===== src/logic/pdv_pkg.sv =====
// constants for the peripheral decode and interrupt vector block
// assumes one system clock; peripherals and core sit on the same clock
// How it works
// RULE1 - each vector belongs to one peripheral; that peripheral may feed it from several sources
// RULE2 - a peripheral's interrupt condition sets its matching flag bit
// RULE3 - each source has its own enable bit written by software
// RULE4 - a request exists only while both flag and enable are set
// RULE5 - a request holds, level style, until its flag is cleared
// RULE6 - maskable requests also need the global interrupt enable
// RULE7 - reset vector at word 0x00, memory check nonmaskable vector at 0x02
// RULE8 - voltage monitor vector sits at word 0x04 on every variant
// RULE9 - realtime counter overflow or compare vector sits at word 0x06
// RULE10 - scratch register bank decodes at 0x001C on every variant
// RULE11 - memory check unit decodes from 0x0120 on every variant
// RULE12 - serial ports 0, 1, 2 decode at 0x0800, 0x0820, 0x0840 always
// RULE13 - serial port 3 decodes at 0x0860, only in 40 and 48 pin variants
// RULE14 - timer A decodes at 0x0A00 on every variant
// RULE15 - timer B 0, 1, 2 decode at 0x0A80, 0x0A90, 0x0AA0 always
// RULE16 - timer B 3 decodes at 0x0AB0, only in 40 and 48 pin variants
// RULE17 - nonvolatile controller decodes at 0x1000 on every variant
// RULE18 - unmapped or absent module addresses select nothing and read zero
package pdv_pkg;
  localparam int PDV_AW = 16;
  localparam int PDV_DW = 8;
  localparam int PDV_NSEL = 12;
  localparam int PDV_NSRC = 4;
  localparam int PDV_NVEC = 4;
  localparam int PDV_VW = 8;

  typedef enum logic [1:0]
  {
    PDV_PIN28 = 2'h0,
    PDV_PIN32 = 2'h1,
    PDV_PIN40 = 2'h2,
    PDV_PIN48 = 2'h3
  } pdv_variant_t;

  // select index order: scratch, memcheck, serial 0..3, timer a, timer b 0..3, nvm
  localparam int PDV_SEL_SCRATCH = 0;
  localparam int PDV_SEL_MEMCHECK = 1;
  localparam int PDV_SEL_SERIAL3 = 5;
  localparam int PDV_SEL_TIMERB3 = 10;
  localparam int PDV_SEL_NVM = 11;

  localparam logic [PDV_NSEL-1:0][PDV_AW-1:0] PDV_BASE = {
    16'h1000, 16'h0ab0, 16'h0aa0, 16'h0a90, 16'h0a80, 16'h0a00,
    16'h0860, 16'h0840, 16'h0820, 16'h0800, 16'h0120, 16'h001c};
  // span of each window minus one
  localparam logic [PDV_NSEL-1:0][PDV_AW-1:0] PDV_SPAN = {
    16'h00ff, 16'h000f, 16'h000f, 16'h000f, 16'h000f, 16'h007f,
    16'h001f, 16'h001f, 16'h001f, 16'h001f, 16'h001f, 16'h0003};
  // windows present only on the two large variants
  // serial port 3 (bit 5) and timer b 3 (bit 10)
  localparam logic [PDV_NSEL-1:0] PDV_LARGE_ONLY = 12'h420;

  // sources: memcheck nmi, voltage monitor, rtc overflow, rtc compare
  localparam int PDV_SRC_NMI = 0;
  localparam logic [PDV_NSRC-1:0][1:0] PDV_SRC_VEC = {2'h3, 2'h3, 2'h2, 2'h1};
  localparam logic [PDV_NSRC-1:0] PDV_SRC_NONMASK = 4'h1;
  localparam logic [PDV_NVEC-1:0][PDV_VW-1:0] PDV_VEC_ADDR = {
    8'h06, 8'h04, 8'h02, 8'h00};
  localparam logic [PDV_VW-1:0] PDV_RESET_VEC = 8'h00;
endpackage : pdv_pkg


===== src/logic/pdv_decode_vectors.sv =====
// peripheral address decode and generic interrupt request / vector logic
// assumes core access strobes and peripheral events arrive on mclk_in
`timescale 1ns/100ps
module pdv_decode_vectors
  import pdv_pkg::*;
#(
  parameter pdv_variant_t VARIANT = PDV_PIN48,
  parameter int NSRC = PDV_NSRC
)
(
  // clock, reset, enable
  input wire logic mclk_in,
  input wire logic resetn_in,
  input wire logic clk_en_in,
  // core access
  input wire logic [PDV_AW-1:0] addr_in,
  input wire logic rd_in,
  input wire logic wr_in,
  output logic [PDV_NSEL-1:0] sel_out,
  output logic [PDV_DW-1:0] rdata_out,
  // read data of the selected peripheral
  input wire logic [PDV_DW-1:0] periph_rdata_in,
  // interrupt sources
  input wire logic [NSRC-1:0] flag_set_in,
  input wire logic [NSRC-1:0] flag_clr_in,
  input wire logic [NSRC-1:0] irq_en_in,
  input wire logic global_en_in,
  // flag and request state
  output logic [NSRC-1:0] flag_out,
  output logic [NSRC-1:0] src_req_out,
  output logic [PDV_NVEC-1:0] vec_req_out,
  output logic vec_valid_out,
  output logic [PDV_VW-1:0] vec_addr_out
);
  logic [PDV_NSEL-1:0] sel_ff;
  logic [PDV_DW-1:0] rdata_ff;
  logic rd_q_ff;
  logic [NSRC-1:0] flag_ff;
  logic [NSRC-1:0] req_ff;
  logic [PDV_NVEC-1:0] vec_ff;
  logic vec_valid_ff;
  logic [PDV_VW-1:0] vec_addr_ff;

  // decode
  wire large_pkg = (VARIANT == PDV_PIN40) || (VARIANT == PDV_PIN48);
  wire access = rd_in | wr_in;
  wire [PDV_NSEL-1:0] hit;
  genvar g;
  generate
    for (g = 0; g < PDV_NSEL; g++)
    begin : g_win
      // absent modules never match, so their window reads as unmapped
      assign hit[g] = ((addr_in & ~PDV_SPAN[g]) == PDV_BASE[g])
                      && (large_pkg || !PDV_LARGE_ONLY[g]); // [RULE10] [RULE11] [RULE13] [RULE16]
    end
  endgenerate
  wire [PDV_NSEL-1:0] nxt_sel = access ? hit : '0; // [RULE12] [RULE14] [RULE15] [RULE17]
  // unselected read returns zero rather than stale bus data
  wire [PDV_DW-1:0] nxt_rdata = (rd_q_ff && (|sel_ff)) ? periph_rdata_in : '0; // [RULE18]

  // interrupt flags: set wins over clear so a coincident event is kept
  wire [NSRC-1:0] nxt_flag = (flag_ff & ~flag_clr_in) | flag_set_in; // [RULE2] [RULE5]
  wire [NSRC-1:0] gate = PDV_SRC_NONMASK | {NSRC{global_en_in}}; // [RULE6]
  wire [NSRC-1:0] nxt_req = flag_ff & irq_en_in & gate; // [RULE3] [RULE4]
  logic [PDV_NVEC-1:0] nxt_vec;
  logic [PDV_VW-1:0] nxt_vec_addr;
  always_comb
  begin
    nxt_vec = '0;
    for (int s = 0; s < NSRC; s++)
    begin
      // several sources of one peripheral merge onto its single vector
      nxt_vec[PDV_SRC_VEC[s]] = nxt_vec[PDV_SRC_VEC[s]] | req_ff[s]; // [RULE1]
    end
    nxt_vec_addr = PDV_RESET_VEC;
    // lowest vector number wins, scanned from the top down
    for (int v = PDV_NVEC - 1; v > 0; v--)
    begin
      if (vec_ff[v])
      begin
        nxt_vec_addr = PDV_VEC_ADDR[v]; // [RULE7] [RULE8] [RULE9]
      end
    end
  end
  wire nxt_vec_valid = |vec_ff[PDV_NVEC-1:1];

  always_ff @(posedge mclk_in)
  begin
    if (!resetn_in)
    begin
      sel_ff <= '0;
      rd_q_ff <= 1'b0;
      rdata_ff <= '0;
      flag_ff <= '0;
      req_ff <= '0;
      vec_ff <= '0;
      vec_valid_ff <= 1'b0;
      vec_addr_ff <= PDV_RESET_VEC;
    end
    else if (clk_en_in)
    begin
      sel_ff <= nxt_sel;
      rd_q_ff <= rd_in;
      rdata_ff <= nxt_rdata;
      flag_ff <= nxt_flag;
      req_ff <= nxt_req;
      vec_ff <= nxt_vec;
      vec_valid_ff <= nxt_vec_valid;
      vec_addr_ff <= nxt_vec_addr;
    end
  end

  assign sel_out = sel_ff;
  assign rdata_out = rdata_ff;
  assign flag_out = flag_ff;
  assign src_req_out = req_ff;
  assign vec_req_out = vec_ff;
  assign vec_valid_out = vec_valid_ff;
  assign vec_addr_out = vec_addr_ff;
endmodule : pdv_decode_vectors


===== config.mk =====
export PLATFORM = sky130hd
export DESIGN_NAME = pdv_decode_vectors
export DESIGN_NICKNAME = d
export VERILOG_FILES = /design/src/logic/pdv_pkg.sv /design/src/logic/pdv_decode_vectors.sv
export SDC_FILE = /design/constraint.sdc
export NUM_CORES = 1
export LEC_CHECK = 0
export BUFFER_PORTS_ARGS = -buffer_cell sky130_fd_sc_hd__buf_2
export CAP_MARGIN = 0
export CORE_UTILIZATION = 43
export CTS_CLUSTER_DIAMETER = 80
export DETAILED_ROUTE_END_ITERATION = 6
export PLACE_DENSITY = 0.83
export SLEW_MARGIN = 20
export SYNTH_ARGS = -nofsm -noshare
export SYNTH_HDL_FRONTEND = slang
export SYNTH_SLANG_ARGS = --single-unit

===== constraint.sdc =====
create_clock -name mclk_in -period 1.54 [get_ports mclk_in]
set_input_delay 0.154 -clock mclk_in [delete_from_list [all_inputs] [get_ports mclk_in]]
set_output_delay 0.154 -clock mclk_in [all_outputs]
set_load 0.1 [all_outputs]

### Word level (Yosys, flattened, before mapping)

Cells that the tools add are included.

| word-level totals | value |
|---|---|
| bits in registers | 41 |
| input port bits | 42 |
| word-level logic and storage cells | 35 |

| operators by class | value |
|---|---|
| equality and inequality tests | 12 |
| multiplexer cells | 5 |
| bitwise operators | 7 |
| reductions and logical operators | 3 |

Operators by type and width:

| cell | number |
|---|---|
| 12-bit by 8-bit equality test with 1-bit output, second input constant | 4 |
| 11-bit by 7-bit equality test with 1-bit output, second input constant | 4 |
| 14-bit by 3-bit equality test with 1-bit output, second input constant | 1 |
| 4-bit bitwise AND | 3 |
| 12-bit two-way mux | 1 |
| 12-bit OR reduction | 1 |
| 11-bit by 4-bit equality test with 1-bit output, second input constant | 1 |
| 9-bit by 5-bit equality test with 1-bit output, second input constant | 1 |
| 3-bit two-way mux | 3 |
| 8-bit by 5-bit equality test with 1-bit output, second input constant | 1 |
| 8-bit two-way mux | 1 |
| 4-bit NOT | 1 |
| 4-bit OR | 1 |
| 3-bit OR reduction | 1 |
| 1-bit OR | 2 |
| 1-bit logical AND | 1 |

### Longest topological paths before layout

| logic depth | value |
|---|---|
| depth after elaboration | 3 |
| depth in mapped cells | 6 |
| mapped depth without buffers | 4 |

### Least setup slack after synthesis

Ideal clock, no wire load.

| timing path | value |
|---|---|
| kind | register -> register |
| from | register sel_ff[2] (netlist: sel_out[2]) |
| to | register rdata_ff[0] (netlist: rdata_out[0]) |
| library setup time | 0.062 ns |
| arrival | 1.646 ns |
| required time | 1.478 ns |
| slack | -0.168 ns |
| cell stages (with the launch flop) | 4 |
| path through | dfxtp_1 nor4_1 a31oi_2 a22o_1 |

| on the way | value |
|---|---|
| cells in the longest elaborated chain, start to end | 3 |

Ends and longest elaborated chain:

| element | line | source |
|---|---|---|
| from (decl) | pdv_decode_vectors.sv:35 | `logic [PDV_NSEL-1:0] sel_ff;` |
| from (signal assigned) | pdv_decode_vectors.sv:102 | `sel_ff <= nxt_sel;` |
| 12-bit OR reduction | pdv_decode_vectors.sv:59 | `wire [PDV_DW-1:0] nxt_rdata = (rd_q_ff && (\|sel_ff)) ? periph_rdata_in : '0;` |
| 1-bit logical AND | pdv_decode_vectors.sv:59 |  |
| 8-bit two-way mux | pdv_decode_vectors.sv:59 |  |
| to (signal assigned) | pdv_decode_vectors.sv:104 | `rdata_ff <= nxt_rdata;` |
| to (decl) | pdv_decode_vectors.sv:36 | `logic [PDV_DW-1:0] rdata_ff;` |

No other way between the ends.
A chain may end at the register's enable or synchronous reset.

### Final worst setup path

| timing path | value |
|---|---|
| from | register vec_ff[1] (netlist: vec_req_out[1]) |
| to | output port vec_req_out[1] |

RTL lines:

| element | line | source |
|---|---|---|
| from (decl) | pdv_decode_vectors.sv:40 | `logic [PDV_NVEC-1:0] vec_ff;` |
| from (signal assigned) | pdv_decode_vectors.sv:107 | `vec_ff <= nxt_vec;` |
| to (decl) | pdv_decode_vectors.sv:31 | `output logic [PDV_NVEC-1:0] vec_req_out,` |

No word-level cell between the ends.

==> run_results.csv <==
group,metric,value,unit
run_status,status,"finished clean",
logic_synthesis,ys_async_sr_fraction,0,%
finish,diodes,0,
finish,final_cell_area,1910,um^2
logic_synthesis,synth.most_common_cell,"dfxtp_1",
logic_synthesis,synthTopCellsByArea,"dfxtp_1, a22o_1, buf_4, nand2_1, nor2b_1",
cts,cts_htree_levels,2,
logic_synthesis,synth_edf_count,0,
placed_design,port-buffer-count,73,
logic_synthesis,syn_inst,149,
grt,grt_use_met1,22.3,%
cts,clock_latency,0.33,ns
logic_synthesis,synth.largest_area_cell,"dfxtp_1",
worst_hold_path,min_path_cells,2,
finish,syn_to_final_growth,32.2,%
finish,utilization,61.1,%
timing,worst_slack,0.168,ns
logic_synthesis,syn_area,1450,um^2
logic_synthesis,synth_top_cell_area_share,48.4,%
logic_synthesis,synth.distinct_cells,30,
die,fp.dieH,60.0,um
worst_setup_path,cp_max_fo,5,
cts,cts_tree,"done",
die,rows,20,
pwr,vdd_drop_max,0.621,mV
placed_design,dp_slack,0.206,ns
timing,rsz0062_at_grt,"false",
logic_synthesis,avgSynthCellArea,9.71,um^2
route,wl,3220,um
pwr,p_leak,0.894,nW
pwr,powerDensity,916,nW/um^2
grt,track_usage,18.7,%
worst_hold_path,min_from,"periph_rdata_in[4]",
worst_hold_path,min_path_type,"in -> reg",
worst_setup_path,crit-reg2reg-capture,"rdata_out[5]",
grt,met2_usage,30.3,%
logic_synthesis,synthFlopType,"dfxtp_1",
grt,grt_pass1_vias,1103,
worst_setup_path,critPathKind,"reg -> out",
worst_setup_path,rr_startpoint,"sel_out[2]",
cts,path_clk_slew,0.11,ns
route,vias,1329,
finish,drive_gt1_share,44.2,%
grt,grt_max_degree,27,
worst_setup_path,cpMaxStageDelayCell,"buf_2",
timing,tns,0,ns
logic_synthesis,synth_common_cells,"dfxtp_1, nand2_1, buf_4",
worst_setup_path,arrival,1.22,ns
grt,antenna_found_initial,0,
grt,grtUsageMet3,8.23,%
timing,clock_skew,0.00465,ns
route,drc,0,
worst_hold_path,min_to,"rdata_out[4]",
worst_setup_path,critPathRequiredTime,1.39,ns
timing,worst_hold_slack,0.0292,ns
finish,nFillCells,303,
placed_design,gp_congestion,0.779,
die,io_pins,83,
worst_setup_path,slowest_delay,0.46,ns
route,detail-route-antenna-nets,0,
run,maxCapViolCount,0,
route,vias_per_cell,4.92,
worst_setup_path,cp_top_family,"buffers and inverters",
route,drt_iter0_drc,57,
die,core-area,3130,um^2
timing,period_needed,1.37,ns
worst_setup_path,crit_chain,"buf_2",
placed_design,dp_hpwl,2360,um
timing,hold_violations,0,
timing,fmax,729,MHz
die,dieArea,3600,um^2
grt,busiest_layer,"met2",
worst_setup_path,startpoint_type,"flop",
finish,final_nets,267,
cts,clock_sinks,35,
worst_setup_path,critPathBufInv,1,
cts,cts_hold_buf,0,
die,die_w,60.0,um
grt,grt_pass1_wl,4910,um
cts,cts_root_buffer,"clkbuf_4",
logic_synthesis,ys_warn_count,0,
route,routedWlPerCell,11.9,um
cts,cts_max_path_buffers,2,
cts,cts_setup_buffers,0,
worst_setup_path,worstSetupEndpointType,"output pin",
worst_setup_path,reg2reg_setup_slack,0.18,ns
cts,cts_made_buffers,5,
logic_synthesis,synth.yosys.seq_area_share,48.4,%
logic_synthesis,ys_ff_latch,35,
placed_design,placed_area,1810,um^2
timing,drv_slew,0,
timing,min_period_over_period,89.1,%
grt,globalRouteOverflowTotal,0,
die,start_util,46.2,%
timing,setup_viol,0,
cts,postCtsResizedCells,0,
worst_setup_path,rr_worst_depth,3,
route,dr.pass1.iters,4,
-- logic make-up after synthesis --
group / share of synthesized area [%]
AO/OA/AOI/OAI: 19.1
AND/OR/NAND/NOR: 21.6
flip-flops: 48.4
buffers and inverters: 7.79
multiplexers: 2.77
other: 0.259
-- layout by cell type, fill, tap and decap left out, types with 5 or more instances in the layout --
| master | count |
|---|---|
| buf_2 | 73 |
| dfxtp_1 | 23 |
| nand2_1 | 15 |
| dfxtp_2 | 12 |
| a22o_1 | 10 |
| nor2b_1 | 9 |
| nor2_1 | 7 |
| conb_1 | 7 |
| o21ai_0 | 5 |
| nand2b_1 | 5 |
| a21boi_0 | 5 |
| clkbuf_4 | 5 |
-- cell type report --
type,instances,area [um^2],area share (%)
Sequential cell,35,716,37.4
Multi-Input combinational cell,102,656,34.3
Timing Repair Buffer,79,420,22.0
Tap cell,44,55.1,2.88
Clock buffer,5,37.5,1.96
Clock inverter,3,20.0,1.05
Inverter,2,7.51,0.393
-- report_power, final --
group,internal (mW),switching [mW]
logic,0.0831,0.253
registers,0.920,0.0104
clock network,0.174,0.310
total,1.18,0.573
-- per-layer routing --
metal / part of all wire (%) / up-vias
met5: 0 / -
li1: - / 675
met3: 8.4 / 5
met1: 45 / 588
met2: 45 / 61
met4: 1.1 / 0
-- registers in the layout (all words and copies together) (netlist names) --
name	cells
src_req_out	4
rdata_out	8
vec_valid_out	1
vec_addr_out	2
sel_out	12
rd_q_ff	1
vec_req_out	3
flag_out	4
-- stage by stage --
step	instances	total power [mW]
global route	270	1.84
finish	270	1.75
floorplan	155	1.21
detailed placement	258	1.28
CTS	266	1.76
global placement	258	1.28
-- worst max-delay path by stage --
| stage | from | endpoint | slack [ns] | cells after the start |
|---|---|---|---|---|
| floorplan | vec_req_out[2] | vec_addr_out[2] | 0.08 | 4 |
| global placement | sel_out[2] | rdata_out[6] | 0.26 | 3 |
| detailed placement | sel_out[11] | rdata_out[5] | 0.21 | 3 |
| CTS | vec_req_out[2] | vec_req_out[2] | 0.16 | 1 |
| global route | sel_out[2] | rdata_out[0] | 0.09 | 3 |
| finish | vec_req_out[1] | vec_req_out[1] | 0.17 | 1 |
Note: power is estimated with default switching activity, not from simulation.
